`src/lfd_pkg.sv`:
```
/*
 Package for the long-form transfer descriptor decoder: doubleword
 indices, mode encodings, field widths and reset values.
 Assumes one 200 MHz clock and a synchronous active-low reset.
*/
package lfd_pkg;
	// doubleword indices within a descriptor (byte offset / 8)
	localparam logic [2:0] LFD_DW_LINK   = 3'h0;
	localparam logic [2:0] LFD_DW_ADDR   = 3'h1;
	localparam logic [2:0] LFD_DW_COUNT  = 3'h2;
	localparam logic [2:0] LFD_DW_CCOUNT = 3'h3;
	localparam logic [2:0] LFD_DW_BPITCH = 3'h4;
	localparam logic [2:0] LFD_DW_CPITCH = 3'h5;
	localparam logic [2:0] LFD_DW_VALUE  = 3'h6;
	localparam logic [2:0] LFD_DW_LAST   = 3'h7;
	localparam int         LFD_NUM_DW    = 8;
	localparam int         LFD_NUM_PAIRS = 46;
	// source modes
	typedef enum logic [2:0] {
		LFD_SRC_DIM   = 3'h0,
		LFD_SRC_FPDG  = 3'h1,
		LFD_SRC_FPOG  = 3'h2,
		LFD_SRC_FPOGL = 3'h3,
		LFD_SRC_VPDG  = 3'h4,
		LFD_SRC_VPOG  = 3'h5,
		LFD_SRC_FILL  = 3'h6,
		LFD_SRC_PWR   = 3'h7
	} lfd_src_t;
	// destination modes; codes 6 and 7 are illegal
	typedef enum logic [2:0] {
		LFD_DST_DIM  = 3'h0,
		LFD_DST_FPDG = 3'h1,
		LFD_DST_FPOG = 3'h2,
		LFD_DST_VPDG = 3'h3,
		LFD_DST_VPOG = 3'h4,
		LFD_DST_PRD  = 3'h5
	} lfd_dst_t;
	// access mode coding for colour / transparency use
	localparam logic [1:0] LFD_ACC_NORMAL = 2'h0;
	localparam logic [1:0] LFD_ACC_BLKWR  = 2'h1;
	localparam logic [1:0] LFD_ACC_TRANS0 = 2'h2;
	localparam logic [1:0] LFD_ACC_TRANS1 = 2'h3;
	localparam logic [31:0] LFD_WORD_RST  = 32'h0000_0000;
	localparam logic [63:0] LFD_DW_RST    = 64'h0000_0000_0000_0000;
	localparam logic        LFD_BIG_ENDIAN = 1'b0;
endpackage

```
`src/lfd_half_split.sv`:
```
/*
 Splits one descriptor doubleword into its source-side and
 destination-side 32-bit halves according to the endian mode.
 Assumes the endian mode is stable while a descriptor is loaded.
*/
module lfd_half_split (
	// doubleword in
	input  wire logic [63:0] dword_in,
	input  wire logic        little_in,
	// halves out
	output logic      [31:0] src_half_out,
	output logic      [31:0] dst_half_out
);
	// source half selection
	assign src_half_out = little_in ? dword_in[31:0] : dword_in[63:32];
	assign dst_half_out = little_in ? dword_in[63:32] : dword_in[31:0];
endmodule // lfd_half_split

```
`src/lfd_pair_check.sv`:
```
/*
 Decides whether a source/destination mode pair is one of the
 supported long-form pairings and numbers it 1 to 46.
 Purely combinational; assumes nothing of its surroundings.
*/
module lfd_pair_check (
	// modes
	input  wire logic [2:0] src_mode_in,
	input  wire logic [2:0] dst_mode_in,
	// result
	output logic            legal_out,
	output logic      [5:0] pair_num_out
);
	wire logic memory_src;
	wire logic dst_known;
	wire logic [5:0] base;
	wire logic [5:0] src_wide;
	// widened first so the products never wrap at three bits
	assign src_wide   = {3'h0, src_mode_in};
	assign memory_src = src_mode_in < 3'(lfd_pkg::LFD_SRC_FILL);
	assign dst_known  = dst_mode_in <= 3'(lfd_pkg::LFD_DST_PRD);
	// fill and peripheral-write pair with memory destinations only
	assign legal_out = dst_known &&
		(memory_src || dst_mode_in != 3'(lfd_pkg::LFD_DST_PRD));
	// numbering follows the 6-per-source then 5-per-source order
	assign base = memory_src ? src_wide * 6'h06
		: 6'h24 + (src_wide - 6'h06) * 6'h05;
	assign pair_num_out = legal_out ? 6'(base + 6'(dst_mode_in) + 6'h1) : 6'h00;
endmodule // lfd_pair_check

```
`src/lfd_decoder.sv`:
```
/*
 Long-form transfer descriptor decoder. Takes the eight doublewords of
 a descriptor as a stream, latches the endian mode at reset release,
 checks the mode pairing and presents the field words from flip-flops, with the mode flags decoded live.
 Assumes the memory side delivers doublewords 0..7 in order, one per
 valid strobe, from a 64-bit aligned descriptor_base.
*/
//
// Operation
// accept exactly 46 mode pairings
// eight sources; fill/peripheral-write need memory destinations
// value doubleword is colour only for block-write
// value doubleword is transparency only for transparency modes
// doubleword 0 holds next address and options
// eight doublewords, source half follows endian
// dimensioned source fields at 8..40
// fixed delta destination: entries and guide pointer
// offset-guided destination address is base
// variable delta destination ignores its counts
// variable offset destination: base, no counts
// peripheral-read destination fields are don't-care
// fixed delta source: entries and guide pointer
// endian latched from ready at reset release
// software aligns descriptor on 64 bits
// flag unsupported pairings
module lfd_decoder (
	// clock and reset
	input  wire logic        clk_in,
	input  wire logic        reset_n_in,
	// endian strap
	input  wire logic        ready_strap_in,
	// mode selection
	input  wire logic [2:0]  src_mode_in,
	input  wire logic [2:0]  dst_mode_in,
	input  wire logic [1:0]  access_mode_in,
	// descriptor stream
	input  wire logic        dw_valid_in,
	input  wire logic [63:0] dw_data_in,
	output logic             dw_ready_out,
	// status
	output logic             little_endian_out,
	output logic             desc_done_out,
	output logic             pair_error_out,
	output logic [5:0]       pair_num_out,
	// decoded fields
	output logic [31:0]      next_entry_addr_out,
	output logic [31:0]      transfer_option_word_out,
	output logic [31:0]      src_addr_out,
	output logic             src_addr_is_base_out,
	output logic [31:0]      src_count_ba_out,
	output logic [31:0]      src_c_or_entries_out,
	output logic [31:0]      src_b_pitch_out,
	output logic [31:0]      src_c_pitch_or_guide_out,
	output logic             src_guided_out,
	output logic [31:0]      dst_addr_out,
	output logic             dst_addr_is_base_out,
	output logic             dst_counts_used_out,
	output logic [31:0]      dst_count_ba_out,
	output logic [31:0]      dst_c_or_entries_out,
	output logic [31:0]      dst_b_pitch_out,
	output logic [31:0]      dst_c_pitch_or_guide_out,
	output logic             dst_guided_out,
	output logic [63:0]      colour_value_out,
	output logic             colour_valid_out,
	output logic [63:0]      transp_value_out,
	output logic             transp_valid_out
);
	typedef enum logic [1:0] {
		LFD_ST_STRAP = 2'b00,
		LFD_ST_IDLE  = 2'b01,
		LFD_ST_LOAD  = 2'b10,
		LFD_ST_DONE  = 2'b11
	} lfd_state_t;

	localparam int LFD_NUM_DW_L = lfd_pkg::LFD_NUM_DW;

	lfd_state_t  state_r, state_nxt;
	logic [2:0]  dw_idx_r;
	logic        little_r;
	logic        done_r;
	logic        err_r;
	logic [5:0]  pair_r;
	// last doubleword is discarded, so only seven slots are kept
	logic [31:0] src_w_r [LFD_NUM_DW_L-1];
	logic [31:0] dst_w_r [LFD_NUM_DW_L-1];
	logic [63:0] value_r;

	wire logic [31:0] src_half;
	wire logic [31:0] dst_half;
	wire logic        pair_legal;
	wire logic [5:0]  pair_num;
	wire logic        take;
	wire logic        last_dw;
	wire logic        dst_prd;
	wire logic        src_guided;
	wire logic        dst_guided;
	wire logic        dst_base;
	wire logic        dst_var;

	lfd_half_split u_split (
		.dword_in     (dw_data_in),
		.little_in    (little_r),
		.src_half_out (src_half),
		.dst_half_out (dst_half)
	);

	lfd_pair_check u_pair (
		.src_mode_in  (src_mode_in),
		.dst_mode_in  (dst_mode_in),
		.legal_out    (pair_legal),
		.pair_num_out (pair_num)
	);

	function automatic logic is_guided_src(input logic [2:0] m);
		is_guided_src = m != 3'(lfd_pkg::LFD_SRC_DIM) && m < 3'(lfd_pkg::LFD_SRC_FILL);
	endfunction

	assign take     = dw_valid_in && dw_ready_out;
	assign last_dw  = dw_idx_r == lfd_pkg::LFD_DW_LAST;
	assign dst_prd  = dst_mode_in == 3'(lfd_pkg::LFD_DST_PRD);
	// guided sources carry entries and guide pointer
	assign src_guided = is_guided_src(src_mode_in);
	// guided destinations carry entries and guide pointer
	assign dst_guided = dst_mode_in != 3'(lfd_pkg::LFD_DST_DIM) && !dst_prd;
	// offset-guided destination address is a base
	assign dst_base = dst_mode_in == 3'(lfd_pkg::LFD_DST_FPOG) ||
		dst_mode_in == 3'(lfd_pkg::LFD_DST_VPOG);
	// variable-patch destinations have no counts
	assign dst_var = dst_mode_in == 3'(lfd_pkg::LFD_DST_VPDG) ||
		dst_mode_in == 3'(lfd_pkg::LFD_DST_VPOG);

	assign dw_ready_out = state_r == LFD_ST_LOAD;

	always_comb begin
		state_nxt = state_r;
		unique case (state_r)
			LFD_ST_STRAP: state_nxt = LFD_ST_IDLE;
			LFD_ST_IDLE: begin
				if (dw_valid_in) begin
					state_nxt = LFD_ST_LOAD;
				end
			end
			LFD_ST_LOAD: begin
				if (take && last_dw) begin
					state_nxt = LFD_ST_DONE;
				end
			end
			LFD_ST_DONE: state_nxt = LFD_ST_IDLE;
		endcase
	end

	always_ff @(posedge clk_in) begin
		if (!reset_n_in) begin
			state_r <= LFD_ST_STRAP;
		end else begin
			state_r <= state_nxt;
		end
	end

	// endian caught on first clock after release
	always_ff @(posedge clk_in) begin
		if (!reset_n_in) begin
			little_r <= lfd_pkg::LFD_BIG_ENDIAN;
		end else if (state_r == LFD_ST_STRAP) begin
			little_r <= ready_strap_in;
		end
	end

	// stream index walks doublewords 0..7
	always_ff @(posedge clk_in) begin
		if (!reset_n_in || state_r != LFD_ST_LOAD) begin
			dw_idx_r <= lfd_pkg::LFD_DW_LINK;
		end else if (take) begin
			dw_idx_r <= dw_idx_r + 3'h1;
		end
	end

	// halves stored per doubleword; last one is never stored
	genvar gi;
	generate
		for (gi = 0; gi < LFD_NUM_DW_L - 1; gi++) begin : g_store
			always_ff @(posedge clk_in) begin
				if (!reset_n_in) begin
					src_w_r[gi] <= lfd_pkg::LFD_WORD_RST;
					dst_w_r[gi] <= lfd_pkg::LFD_WORD_RST;
				end else if (take && dw_idx_r == 3'(gi)) begin
					src_w_r[gi] <= src_half;
					dst_w_r[gi] <= dst_half;
				end
			end
		end
	endgenerate

	// value doubleword kept whole, not endian split
	always_ff @(posedge clk_in) begin
		if (!reset_n_in) begin
			value_r <= lfd_pkg::LFD_DW_RST;
		end else if (take && dw_idx_r == lfd_pkg::LFD_DW_VALUE) begin
			value_r <= dw_data_in;
		end
	end

	// pairing checked when the descriptor completes
	always_ff @(posedge clk_in) begin
		if (!reset_n_in) begin
			done_r <= 1'b0;
			err_r  <= 1'b0;
			pair_r <= 6'h00;
		end else begin
			done_r <= take && last_dw;
			if (take && last_dw) begin
				err_r  <= !pair_legal;
				pair_r <= pair_num;
			end
		end
	end

	assign little_endian_out = little_r;
	assign desc_done_out     = done_r;
	// only 46 pairings count as legal
	assign pair_error_out    = err_r;
	assign pair_num_out      = pair_r;

	// doubleword 0: next entry address and option word
	assign next_entry_addr_out      = src_w_r[lfd_pkg::LFD_DW_LINK];
	assign transfer_option_word_out = dst_w_r[lfd_pkg::LFD_DW_LINK];
	// source fields at fixed doubleword slots
	assign src_addr_out             = src_w_r[lfd_pkg::LFD_DW_ADDR];
	assign src_count_ba_out         = src_w_r[lfd_pkg::LFD_DW_COUNT];
	assign src_c_or_entries_out     = src_w_r[lfd_pkg::LFD_DW_CCOUNT];
	assign src_b_pitch_out          = src_w_r[lfd_pkg::LFD_DW_BPITCH];
	assign src_c_pitch_or_guide_out = src_w_r[lfd_pkg::LFD_DW_CPITCH];
	assign src_guided_out           = src_guided;
	assign src_addr_is_base_out     = src_mode_in == 3'(lfd_pkg::LFD_SRC_FPOG) ||
		src_mode_in == 3'(lfd_pkg::LFD_SRC_FPOGL) || src_mode_in == 3'(lfd_pkg::LFD_SRC_VPOG);
	// peripheral-read destination fields forced to zero
	assign dst_addr_out             = dst_prd ? lfd_pkg::LFD_WORD_RST : dst_w_r[lfd_pkg::LFD_DW_ADDR];
	assign dst_addr_is_base_out     = dst_base;
	// variable-patch counts dropped
	assign dst_counts_used_out      = !dst_var && !dst_prd;
	assign dst_count_ba_out         = dst_counts_used_out ? dst_w_r[lfd_pkg::LFD_DW_COUNT] : lfd_pkg::LFD_WORD_RST;
	assign dst_c_or_entries_out     = dst_prd ? lfd_pkg::LFD_WORD_RST : dst_w_r[lfd_pkg::LFD_DW_CCOUNT];
	assign dst_b_pitch_out          = dst_prd ? lfd_pkg::LFD_WORD_RST : dst_w_r[lfd_pkg::LFD_DW_BPITCH];
	assign dst_c_pitch_or_guide_out = dst_prd ? lfd_pkg::LFD_WORD_RST : dst_w_r[lfd_pkg::LFD_DW_CPITCH];
	assign dst_guided_out           = dst_guided;
	// colour used only for block write
	assign colour_valid_out = access_mode_in == lfd_pkg::LFD_ACC_BLKWR && !dst_prd;
	assign colour_value_out = colour_valid_out ? value_r : lfd_pkg::LFD_DW_RST;
	// transparency used only in transparency modes
	assign transp_valid_out = (access_mode_in == lfd_pkg::LFD_ACC_TRANS0 ||
		access_mode_in == lfd_pkg::LFD_ACC_TRANS1) && !dst_prd;
	assign transp_value_out = transp_valid_out ? value_r : lfd_pkg::LFD_DW_RST;

	property p_done_pulse;
		@(posedge clk_in) disable iff (!reset_n_in)
		(take && last_dw) |=> desc_done_out ##1 !desc_done_out;
	endproperty
	a_done_pulse: assert property (p_done_pulse) else $error("done not a single pulse");

	property p_err;
		@(posedge clk_in) disable iff (!reset_n_in)
		(take && last_dw && !pair_legal) |=> pair_error_out && pair_num_out == 6'h00;
	endproperty
	a_err: assert property (p_err) else $error("illegal pairing not flagged");

	property p_legal_num;
		@(posedge clk_in) disable iff (!reset_n_in)
		desc_done_out && !pair_error_out |-> pair_num_out >= 6'h01 && pair_num_out <= 6'h2E;
	endproperty
	a_legal_num: assert property (p_legal_num) else $error("pair number out of range");

	property p_fill_prd;
		@(posedge clk_in) disable iff (!reset_n_in)
		(src_mode_in >= 3'(lfd_pkg::LFD_SRC_FILL) && dst_prd) |-> !pair_legal;
	endproperty
	a_fill_prd: assert property (p_fill_prd) else $error("fill to peripheral read accepted");

	property p_colour;
		@(posedge clk_in) disable iff (!reset_n_in)
		colour_valid_out |-> access_mode_in == lfd_pkg::LFD_ACC_BLKWR && colour_value_out == value_r;
	endproperty
	a_colour: assert property (p_colour) else $error("colour value misused");

	property p_transp;
		@(posedge clk_in) disable iff (!reset_n_in)
		transp_valid_out |-> access_mode_in[1] && !colour_valid_out;
	endproperty
	a_transp: assert property (p_transp) else $error("transparency misused");

	property p_link;
		@(posedge clk_in) disable iff (!reset_n_in)
		(take && dw_idx_r == lfd_pkg::LFD_DW_LINK) |=>
		next_entry_addr_out == (little_r ? $past(dw_data_in[31:0]) : $past(dw_data_in[63:32]));
	endproperty
	a_link: assert property (p_link) else $error("next entry address wrong half");

	property p_strap;
		@(posedge clk_in) disable iff (!reset_n_in)
		state_r != LFD_ST_STRAP |=> $stable(little_r);
	endproperty
	a_strap: assert property (p_strap) else $error("endian changed after reset");

	property p_prd_zero;
		@(posedge clk_in) disable iff (!reset_n_in)
		dst_prd |-> dst_addr_out == 32'h0000_0000 && !dst_counts_used_out;
	endproperty
	a_prd_zero: assert property (p_prd_zero) else $error("peripheral read address not zero");

	property p_var_counts;
		@(posedge clk_in) disable iff (!reset_n_in)
		dst_var |-> dst_count_ba_out == 32'h0000_0000 && dst_guided_out;
	endproperty
	a_var_counts: assert property (p_var_counts) else $error("variable-patch counts used");

	c_done: cover property (@(posedge clk_in) disable iff (!reset_n_in) desc_done_out && !pair_error_out);
	c_err: cover property (@(posedge clk_in) disable iff (!reset_n_in) desc_done_out && pair_error_out);
	c_little: cover property (@(posedge clk_in) disable iff (!reset_n_in) desc_done_out && little_r);
endmodule // lfd_decoder

```
`config.mk`:
```
export PLATFORM = sky130hd
export DESIGN_NAME = lfd_decoder
export DESIGN_NICKNAME = d
export VERILOG_FILES = /design/src/lfd_pkg.sv /design/src/lfd_half_split.sv /design/src/lfd_pair_check.sv /design/src/lfd_decoder.sv
export SDC_FILE = /design/constraint.sdc
export NUM_CORES = 1
export LEC_CHECK = 0
export ABC_AREA = 1
export BUFFER_PORTS_ARGS = -buffer_cell sky130_fd_sc_hd__buf_2
export CORE_AREA = 2 2 232 234
export DETAILED_ROUTE_END_ITERATION = 10
export DIE_AREA = 0 0 234 236
export GPL_TIMING_DRIVEN = 0
export PLACE_DENSITY = 0.73
export SLEW_MARGIN = 20
export SYNTH_ARGS = -nofsm -noshare
export SYNTH_HDL_FRONTEND = slang
export SYNTH_HIERARCHICAL = 1
export SYNTH_SLANG_ARGS = --single-unit
export TNS_END_PERCENT = 10
```
`constraint.sdc`:
```
create_clock -name clk_in -period 17.4 [get_ports clk_in]
set_input_delay 1.74 -clock clk_in [delete_from_list [all_inputs] [get_ports clk_in]]
set_output_delay 1.74 -clock clk_in [all_outputs]
set_load 0.005 [all_outputs]
```
---- Word-level counts from Yosys, hierarchy flattened ----
Memories as Yosys holds them, arrays and structs flattened.
Cells that the tools add are included.
word-level totals
  register bits ........................... 78
  RAM bits ................................ 448
  input bits .............................. 76
  output and inout bits ................... 529
  word-level logic and storage cells ...... 138
  memories kept ........................... 2
cells by class
  add/sub/neg operators ................... 5
  multiply operators ...................... 2
  order comparisons ....................... 2
  equal/unequal tests ..................... 24
  mux-type cells .......................... 50
  bitwise gates (word level) .............. 14
  reduce and logical (&&, ||, !) cells .... 32
memory list
  memory   depth  bits a word  read ports  clocked after memory_dff  wr ports  line               text
  dst_w_r  7      32           6           0                         7         lfd_decoder.sv:85  logic [31:0] dst_w_r [LFD_NUM_DW_L-1];
  src_w_r  7      32           6           0                         7         lfd_decoder.sv:84  logic [31:0] src_w_r [LFD_NUM_DW_L-1];
operators by type and width
  operator               count
  $mux W32               21
  $mux W64               2
  $mux W1                22
  $eq A3 B3 Y1 const B   7
  $eq A3 B2 Y1 const B   6
  $logic_and A1 B1 Y1    15
  $or A1 B1 Y1           14
  $mux W6                2
  $eq A2 B2 Y1 const B   4
  $logic_or A1 B1 Y1     7
  $add A6 B1 Y6 const B  1
  $add A6 B3 Y6          1
  $add A6 B6 Y6 const A  1
  $mul A6 B3 Y6 const B  1
  $pmux W2 S3            1
  $reduce_bool A3 Y1     2
  $mul A3 B2 Y5 const B  1
  $eq A2 B1 Y1 const B   2
  $logic_not A1 Y1       4
  $mux W2                2
  $ne A2 B2 Y1 const B   2
  $sub A3 B3 Y4 const B  1
  $add A3 B1 Y3 const B  1
  $eq A3 B1 Y1 const B   1
  other kinds (8)        8

---- Logic depth before layout (Yosys ltp) ----
Gate-level depths: netlist (run 1).
  depth after elaboration ................. 7
  mapped depth ............................ 14
  mapped depth without buffers ............ 14

---- Modules after synthesis ----
The synthesis (run 1) kept the hierarchy.
by module, submodules not included
  module          times used  cells each  area each (um2)  sequential area each (um2)
  lfd_decoder     1           1850        18906.9          13092.6
  lfd_half_split  1           206         844.6            0.0
  lfd_pair_check  1           69          421.7            0.0

---- Worst setup path before layout (run 1) ----
No wires, ideal clock.
  path type ............................... input port to flip-flop
  from .................................... input port dw_valid_in
  to ...................................... memory dst_w_r[1][0], in the netlist dst_w_r[0][32], enable pin
  setup time .............................. 0.581 ns
  arrival ................................. 6.577 ns
  data required time ...................... 16.819 ns
  setup slack ............................. 10.241 ns
  stages .................................. 2
  buffers on the path ..................... 0
  cells stage by stage .................... nand2_4 -> o31ai_1
RTL lines
  item                line               text
  start: declaration  lfd_decoder.sv:37  input wire logic dw_valid_in,
  end: declaration    lfd_decoder.sv:85

---- Worst setup path after layout (run 1) ----
  from .................................... input port dst_mode_in[1]
  to ...................................... output port transp_value_out[48]
between the ends
  cells in the longest elaborated chain, start to end .. 4
ends and longest elaborated chain
  item                 line                text
  start: declaration   lfd_decoder.sv:34   input wire logic [2:0] dst_mode_in,
  $eq A3 B3 Y1         lfd_decoder.sv:120  assign dst_prd = dst_mode_in == 3'(lfd_pkg::LFD_DST_PRD);
  $logic_not A1 Y1     lfd_decoder.sv:251  access_mode_in == lfd_pkg::LFD_ACC_TRANS1) && !dst_prd;
  $logic_and A1 B1 Y1  lfd_decoder.sv:251
  $mux W64             lfd_decoder.sv:252  assign transp_value_out = transp_valid_out ? value_r : lfd_pkg::LFD_DW_RST;
  end: declaration     lfd_decoder.sv:65   output logic [63:0] transp_value_out,
No other way between the ends.

==> impl_metrics.xml, run 1 <==
<?xml version="1.0" encoding="UTF-8"?>
<metrics>
  <group name="status">
    <metric name="run_status" unit="">finished, final reports clean</metric>
  </group>
  <group name="global_routing">
    <metric name="grt_util_met3" unit="%">5.61</metric>
    <metric name="number_of_antenna_violations_at_the_first_check_in_global_routing" unit="">10</metric>
    <metric name="grt_pass1_wl" unit="mm">104</metric>
    <metric name="grt_util_met1" unit="%">34.0</metric>
    <metric name="grt_use_met2" unit="%">44.5</metric>
    <metric name="grtUsageTotal" unit="%">26.6</metric>
    <metric name="maximum_number_of_pins_on_one_net_before_global_route_repair" unit="">41</metric>
    <metric name="overall_overflow_remaining_after_global_route" unit="">0</metric>
    <metric name="first_global_vias" unit="">15570</metric>
    <metric name="grt-busiest-layer" unit="">met2</metric>
  </group>
  <group name="finish">
    <metric name="instances_no_fill" unit="">3540</metric>
    <metric name="layout_common_cells" unit="">nor2_1 (806), buf_2 (660), edfxtp_1 (384)</metric>
    <metric name="area.growth.synth_to_final" unit="%">29.6</metric>
    <metric name="fin_area" unit="um^2">26100</metric>
    <metric name="layout.nets" unit="">2896</metric>
    <metric name="commonest_non_fill_non_tap_cell_in_the_layout" unit="">nor2_1</metric>
    <metric name="final_layout_size_suffix_gt1_share" unit="%">29.7</metric>
  </group>
  <group name="logic_synthesis">
    <metric name="synth_top_family_by_area" unit="">simple AND/OR/NAND/NOR gates</metric>
    <metric name="seq_area_frac_synth" unit="%">64.9</metric>
    <metric name="synthXorXnorAreaFrac" unit="%">0.0434</metric>
    <metric name="synthDistinctLibCells" unit="">34</metric>
    <metric name="syn_nets" unit="">2224</metric>
    <metric name="synth_simple_gate_area_share" unit="%">20.8</metric>
    <metric name="synthesis.instances" unit="">2125</metric>
    <metric name="syn-mean-instance-area" unit="um^2">9.49</metric>
    <metric name="ys_ff_latch" unit="">462</metric>
    <metric name="synth-compound-area-share" unit="%">2.43</metric>
    <metric name="total_number_of_yosys_warnings" unit="">6</metric>
    <metric name="synth-adder-area-share" unit="%">1.54</metric>
    <metric name="muxShareOfSynthArea" unit="%">0</metric>
    <metric name="syn_area" unit="um^2">20200</metric>
  </group>
  <group name="route">
    <metric name="totalWireLength" unit="mm">75.5</metric>
    <metric name="route.detailed.wl_per_inst" unit="um">21.3</metric>
    <metric name="dr.first_iter.drc_count" unit="">1597</metric>
    <metric name="postRouteAntennaNets" unit="">0</metric>
    <metric name="drt_drc_violations_left" unit="">0</metric>
    <metric name="detailedRoute.firstPassIterationCount" unit="">5</metric>
    <metric name="dr_vias" unit="">16858</metric>
    <metric name="detail_route.vias_per_cell" unit="">4.76</metric>
  </group>
  <group name="clocking">
    <metric name="post_cts_resized" unit="">0</metric>
    <metric name="cts-htree-levels" unit="">2</metric>
    <metric name="post_cts_setup_driven_buffer_insertion_count" unit="">0</metric>
    <metric name="clkLatencyLatePin" unit="ns">0.59</metric>
    <metric name="ctsRootBufferMaster" unit="">clkbuf_16</metric>
    <metric name="worst_setup_hold_path_clk_slew" unit="ns">0.06</metric>
    <metric name="clkSinkCount" unit="">462</metric>
    <metric name="cts_inserted_buffers" unit="">47</metric>
    <metric name="tritoncts" unit="">done</metric>
    <metric name="cts.path.max_buffers" unit="">3</metric>
    <metric name="hold_buffers" unit="">0</metric>
  </group>
  <group name="sta">
    <metric name="setup_total_negative_slack" unit="ns">0</metric>
    <metric name="final.min_clock_period" unit="ns">5.63</metric>
    <metric name="fin_crit_sh" unit="%">32.4</metric>
    <metric name="achievable-frequency" unit="GHz">0.178</metric>
    <metric name="pin_slew_with_the_least_headroom_to_its_limit" unit="ns">0.933</metric>
    <metric name="timing.max_slew.rel_slack" unit="%">37.8</metric>
    <metric name="timing.final.max_slew_violations" unit="">0</metric>
    <metric name="rsz0062_at_grt" unit="">false</metric>
    <metric name="final-hold-violation-count" unit="">0</metric>
    <metric name="finClkSkew" unit="ns">0.0159</metric>
    <metric name="finalSetupViolCount" unit="">0</metric>
    <metric name="final.hold.worst_slack" unit="ns">0.465</metric>
  </group>
  <group name="setup_path">
    <metric name="worst-setup-path-type" unit="">input pin to output pin</metric>
    <metric name="critPathMaxStageDelay" unit="ns">0.60</metric>
    <metric name="worstSetupStartpointType" unit="">input pin</metric>
    <metric name="timing.critical_path.buf_inv" unit="">5</metric>
    <metric name="cp_data_arrival_time" unit="ns">3.89</metric>
    <metric name="critical-path-slowest-cell" unit="">nor3_2</metric>
    <metric name="cp-end-kind" unit="">output pin</metric>
    <metric name="cpLargestDelayFamily" unit="">buffers and inverters</metric>
    <metric name="cp_common_cell" unit="">buf_2</metric>
    <metric name="worstPathRequired" unit="ns">15.66</metric>
    <metric name="worstPathMaxFanout" unit="">10</metric>
    <metric name="worstPathCellList" unit="">buf_2 &gt; nor3_2 &gt; inv_1 &gt; nand2_1 &gt; buf_2 &gt; buf_2 &gt; nor2_1 &gt; buf_2</metric>
  </group>
  <group name="power_and_ir_drop">
    <metric name="power.ir.vdd_worst" unit="V">0.0000888</metric>
    <metric name="power_leakage" unit="nW">12.7</metric>
    <metric name="fin_total_pwr" unit="mW">2.86</metric>
    <metric name="power_density" unit="nW/um^2">109</metric>
  </group>
  <group name="floorplan">
    <metric name="floorplan.io_pins" unit="">605</metric>
    <metric name="design.die.area" unit="um^2">55200</metric>
    <metric name="fp-row-count" unit="">85</metric>
    <metric name="floorplan.die.width" unit="um">234</metric>
    <metric name="initial_utilization" unit="%">38.0</metric>
    <metric name="core_region_area" unit="um^2">53100</metric>
    <metric name="fp.dieH" unit="um">236</metric>
  </group>
  <group name="placement">
    <metric name="port-buffer-count" unit="">603</metric>
    <metric name="gpl.final_weighted_congestion" unit="">0.882</metric>
    <metric name="placed_cell_area" unit="um^2">24500</metric>
    <metric name="dp_cells" unit="">3444</metric>
    <metric name="post-dp-hpwl" unit="mm">57.4</metric>
  </group>
  <group name="flow_run">
    <metric name="maxCapViolations" unit="">0</metric>
  </group>
  <group name="worst_hold_path">
    <metric name="min-delay-path-class" unit="">flip-flop to flip-flop</metric>
  </group>
</metrics>
## Yosys cell counts, drive strengths merged
master / count / area [um^2]
o31ai: 2 / 15.0
nor2: 822 / 3130
xor2: 1 / 8.76
nand3: 13 / 82.6
buf: 99 / 636
nor3b: 1 / 7.51
clkinv: 2 / 12.5
nor3: 1 / 10.0
nand2: 235 / 892
o21ai: 78 / 394
or2: 2 / 12.5
dfxtp: 78 / 1560
ha: 20 / 250
inv: 325 / 1220
a21oi: 16 / 80.1
fa: 3 / 60.1
nand4: 5 / 71.3
clkbuf: 38 / 203
edfxtp: 384 / 11500
## final cells by class
class / count / area (um^2)
fillers: 4872 / 26900
flip-flops and latches: 462 / 13100
multi-input cells: 1199 / 5080
repair buffers: 623 / 3410
clock buffers: 60 / 1300
inverters: 327 / 1230
well taps: 696 / 871
plain buffers: 137 / 838
clock inverters: 28 / 303
diodes: 8 / 20.0
## power by group
group          switching (mW)  total [mW]  internal, mW
registers              0.0172        1.27          1.25
logic                   0.394       0.536         0.142
clock network           0.441        1.06         0.617
## worst paths after layout
| path | start | to | slack [ns] | cells past startpoint |
|---|---|---|---|---|
| setup reg to reg | state_r[0] | src_w_r[5][8] | 14.68 | 7 |
| hold / removal | pair_num_out[0] | pair_num_out[0] | 0.46 | 2 |
| hold reg to reg | pair_num_out[0] | pair_num_out[0] | 0.46 | 2 |
| setup / recovery | dst_mode_in[1] | transp_value_out[48] | 11.77 | 8 |
## kinds of logic (layout without fill, tap and decap cells)
| kind of cell | Yosys count | after routing |
|---|---|---|
| xor+xnor | 1 | 1 |
| compound gates | 96 | 96 |
| fa+ha+maj | 23 | 23 |
| buf+inv | 464 | 1175 |
| other cells | 0 | 8 |
| flops | 462 | 462 |
| simple gates | 1079 | 1079 |
## worst reg2reg max path: stages, from the launching register on
cell and delay [ns]:
dfxtp_1 0.34, inv_1 0.10, ha_1 0.34, nand2_4 0.21, clkinv_4 0.13, nand4_2 0.67
clkbuf_1 0.49, nor2_1 0.25
## registers in the layout, summed over array words and instances (netlist names)
name / cells
desc_done_out: 1
dst_w_r: 192
dw_idx_r: 3
little_endian_out: 1
pair_error_out: 1
pair_num_out: 6
src_w_r: 192
state_r: 2
value_r: 64
## metrics by stage
step                utilization [%]  setup WS (ns)
finish                         49.3          11.77
detailed placement             46.2          11.82
global placement               45.3           6.19
floorplan                         -          10.24
global route                   49.3          11.69
CTS                            49.2          11.82
## routing by layer
| metal | part of all wire (%) | routed length [um] |
|---|---|---|
| met5 | 0 | 0 |
| met4 | 3.4 | 2560 |
| met3 | 9.1 | 6840 |
| met2 | 48 | 36600 |
| met1 | 39 | 29500 |
Note: power is estimated with default switching activity, not from simulation.
==> run 2: changes to the inputs <==
- CORE_AREA: 2 2 232 234 -> 2 2 239 241
- DIE_AREA: 0 0 234 236 -> 0 0 241 243
- PLACE_DENSITY: 0.73 -> 0.7
- clock period: 17.4 -> 5.5 ns (I/O delays scaled with it)
==> run 2 against run 1 <==
Net effect:
- routed wire length up 2.6%
- largest cell class unchanged
- via count is 0.37% higher
- final area fell by 0.17%
- largest power group unchanged
- sequential power grew to 3.2 times the previous value
- highest routed layer unchanged
==> impl_metrics.xml, run 2 (synthesis results as in run 1) <==
<?xml version="1.0" encoding="UTF-8"?>
<metrics>
  <group name="status">
    <metric name="run_status" unit="">finished, final reports clean</metric>
  </group>
  <group name="clocking">
    <metric name="cts-htree-levels" unit="">2</metric>
    <metric name="tritoncts" unit="">done</metric>
    <metric name="worst_setup_hold_path_clk_slew" unit="ns">0.06</metric>
    <metric name="post_cts_resized" unit="">0</metric>
    <metric name="clkLatencyLatePin" unit="ns">0.58</metric>
    <metric name="cts.path.max_buffers" unit="">3</metric>
    <metric name="ctsRootBufferMaster" unit="">clkbuf_16</metric>
    <metric name="hold_buffers" unit="">0</metric>
    <metric name="clkSinkCount" unit="">462</metric>
    <metric name="post_cts_setup_driven_buffer_insertion_count" unit="">0</metric>
    <metric name="cts_inserted_buffers" unit="">47</metric>
  </group>
  <group name="global_routing">
    <metric name="grt_pass1_wl" unit="mm">108</metric>
    <metric name="grtUsageTotal" unit="%">25.8</metric>
    <metric name="maximum_number_of_pins_on_one_net_before_global_route_repair" unit="">40</metric>
    <metric name="overall_overflow_remaining_after_global_route" unit="">0</metric>
    <metric name="number_of_antenna_violations_at_the_first_check_in_global_routing" unit="">5</metric>
    <metric name="first_global_vias" unit="">15811</metric>
  </group>
  <group name="sta">
    <metric name="finalSetupViolCount" unit="">0</metric>
    <metric name="timing.max_slew.rel_slack" unit="%">34.5</metric>
    <metric name="achievable-frequency" unit="GHz">0.305</metric>
    <metric name="finClkSkew" unit="ns">0.0192</metric>
    <metric name="setup_total_negative_slack" unit="ns">0</metric>
    <metric name="pin_slew_with_the_least_headroom_to_its_limit" unit="ns">0.982</metric>
    <metric name="final.min_clock_period" unit="ns">3.28</metric>
    <metric name="rsz0062_at_grt" unit="">false</metric>
    <metric name="fin_crit_sh" unit="%">59.6</metric>
    <metric name="final-hold-violation-count" unit="">0</metric>
    <metric name="timing.final.max_slew_violations" unit="">0</metric>
  </group>
  <group name="placement">
    <metric name="port-buffer-count" unit="">603</metric>
    <metric name="dp_cells" unit="">3505</metric>
    <metric name="gpl.final_weighted_congestion" unit="">0.866</metric>
    <metric name="post-dp-hpwl" unit="mm">58.7</metric>
  </group>
  <group name="route">
    <metric name="postRouteAntennaNets" unit="">0</metric>
    <metric name="drt_drc_violations_left" unit="">0</metric>
    <metric name="route.detailed.wl_per_inst" unit="um">21.5</metric>
    <metric name="dr_vias" unit="">16920</metric>
    <metric name="detail_route.vias_per_cell" unit="">4.70</metric>
    <metric name="detailedRoute.firstPassIterationCount" unit="">5</metric>
    <metric name="dr.first_iter.drc_count" unit="">1484</metric>
    <metric name="totalWireLength" unit="mm">77.4</metric>
  </group>
  <group name="power_and_ir_drop">
    <metric name="power_density" unit="nW/um^2">339</metric>
    <metric name="clock_power_share" unit="%">35.2</metric>
    <metric name="power_leakage" unit="nW">12.6</metric>
    <metric name="power.ir.vdd_worst" unit="V">0.000181</metric>
    <metric name="intPower" unit="mW">6.14</metric>
    <metric name="p_seq_share" unit="%">45.5</metric>
    <metric name="sw_share" unit="%">30.6</metric>
    <metric name="netSwitchingPower" unit="mW">2.70</metric>
    <metric name="combinational_share_of_power" unit="%">19.3</metric>
  </group>
  <group name="finish">
    <metric name="commonest_non_fill_non_tap_cell_in_the_layout" unit="">nor2_1</metric>
    <metric name="instances_no_fill" unit="">3599</metric>
    <metric name="largestRegisters" unit="">dst_w_r (192), src_w_r (192), value_r (64)</metric>
    <metric name="layout_common_cells" unit="">nor2_1 (806), buf_2 (660), edfxtp_1 (384)</metric>
    <metric name="final_layout_size_suffix_gt1_share" unit="%">29.4</metric>
    <metric name="area.growth.synth_to_final" unit="%">29.4</metric>
    <metric name="layout.nets" unit="">2897</metric>
  </group>
  <group name="worst_hold_path">
    <metric name="min-delay-path-class" unit="">input pin to flip-flop</metric>
  </group>
  <group name="setup_path">
    <metric name="cp_common_cell" unit="">buf_2</metric>
    <metric name="critical-path-slowest-cell" unit="">nor3_2</metric>
    <metric name="timing.critical_path.buf_inv" unit="">5</metric>
    <metric name="cpLargestDelayFamily" unit="">buffers and inverters</metric>
    <metric name="worstSetupStartpointType" unit="">input pin</metric>
    <metric name="worstPathMaxFanout" unit="">10</metric>
    <metric name="worstPathRequired" unit="ns">4.95</metric>
    <metric name="cp-end-kind" unit="">output pin</metric>
    <metric name="critPathMaxStageDelay" unit="ns">0.65</metric>
    <metric name="worstPathCellList" unit="">buf_2 &gt; nor3_2 &gt; inv_1 &gt; nand2_1 &gt; buf_2 &gt; buf_2 &gt; nor2_1 &gt; buf_2</metric>
    <metric name="worst-setup-path-type" unit="">input pin to output pin</metric>
    <metric name="cp_data_arrival_time" unit="ns">2.73</metric>
  </group>
  <group name="floorplan">
    <metric name="design.die.area" unit="um^2">58600</metric>
    <metric name="floorplan.io_pins" unit="">605</metric>
    <metric name="fp.dieH" unit="um">243</metric>
    <metric name="fp-row-count" unit="">87</metric>
    <metric name="initial_utilization" unit="%">36.1</metric>
    <metric name="floorplan.die.width" unit="um">241</metric>
    <metric name="core_region_area" unit="um^2">56000</metric>
  </group>
  <group name="flow_run">
    <metric name="maxCapViolations" unit="">0</metric>
  </group>
</metrics>
-- run 2: worst reg2reg max path, cell delays in order, from the launching register on --
cell	delay [ns]
dfxtp_1	0.33
buf_2	0.22
clkinv_1	0.32
o31ai_4	0.81
buf_6	0.30
buf_6	0.20
buf_6	0.21
-- run 2: power by group through the flow --
| stage | combinational (mW) | clock [mW] | sequential [mW] |
|---|---|---|---|
| 2_1_floorplan | 0.813 | 0 | 4.12 |
| 3_3_place_gp | 1.64 | 0 | 4.14 |
| 3_5_place_dp | 1.71 | 0 | 4.09 |
| 4_1_cts | 1.72 | 3.13 | 4.02 |
| 5_1_grt | 1.85 | 3.28 | 4.03 |
| 6_report | 1.71 | 3.11 | 4.02 |
-- run 2: through the flow --
step | hold slack (ns) | setup WS (ns) | util (%) | power, mW | cell area (um^2)
4_1_cts | 0.182 | 2.21 | 46.6 | 8.87 | 26100
3_5_place_dp | 0.462 | 2.22 | 44.0 | 5.81 | 24600
6_report | 0.208 | 2.22 | 46.7 | 8.84 | 26100
3_3_place_gp | 0.452 | -4.81 | 43.1 | 5.79 | 24100
2_1_floorplan | 0.462 | -0.654 | - | 4.93 | 20200
5_1_grt | 0.200 | 2.11 | 46.6 | 9.16 | 26100
-- run 2: layer usage --
metal / GRT usage (%) / vias to the layer above / wire, um
met1: 34.5 / 8073 / 31900
met3: 4.66 / 132 / 6260
met2: 42.5 / 851 / 37000
met4: 8.28 / 0 / 2350
li1: - / 7864 / -
met5: 0 / - / 0
-- run 2: path summary, 6_finish.rpt --
path | start | slack [ns] | depth (start not counted) | end
worst min-delay path | ready_strap_in | 0.21 | 3 | little_endian_out
worst min register to register | pair_error_out | 0.48 | 2 | pair_error_out
worst max-delay path | dst_mode_in[1] | 2.22 | 8 | colour_value_out[34]
worst max register to register | dw_idx_r[2] | 2.81 | 6 | dst_w_r[1][46]
-- run 2: area by class of cell --
class / instances / area [um^2]
Fill cell: 5387 / 29800
Sequential cell: 462 / 13100
Multi-Input combinational cell: 1199 / 5080
Timing Repair Buffer: 624 / 3440
Inverter: 327 / 1230
Clock buffer: 59 / 1220
Tap cell: 756 / 946
Buffer: 137 / 838
Clock inverter: 28 / 239
Antenna cell: 7 / 17.5
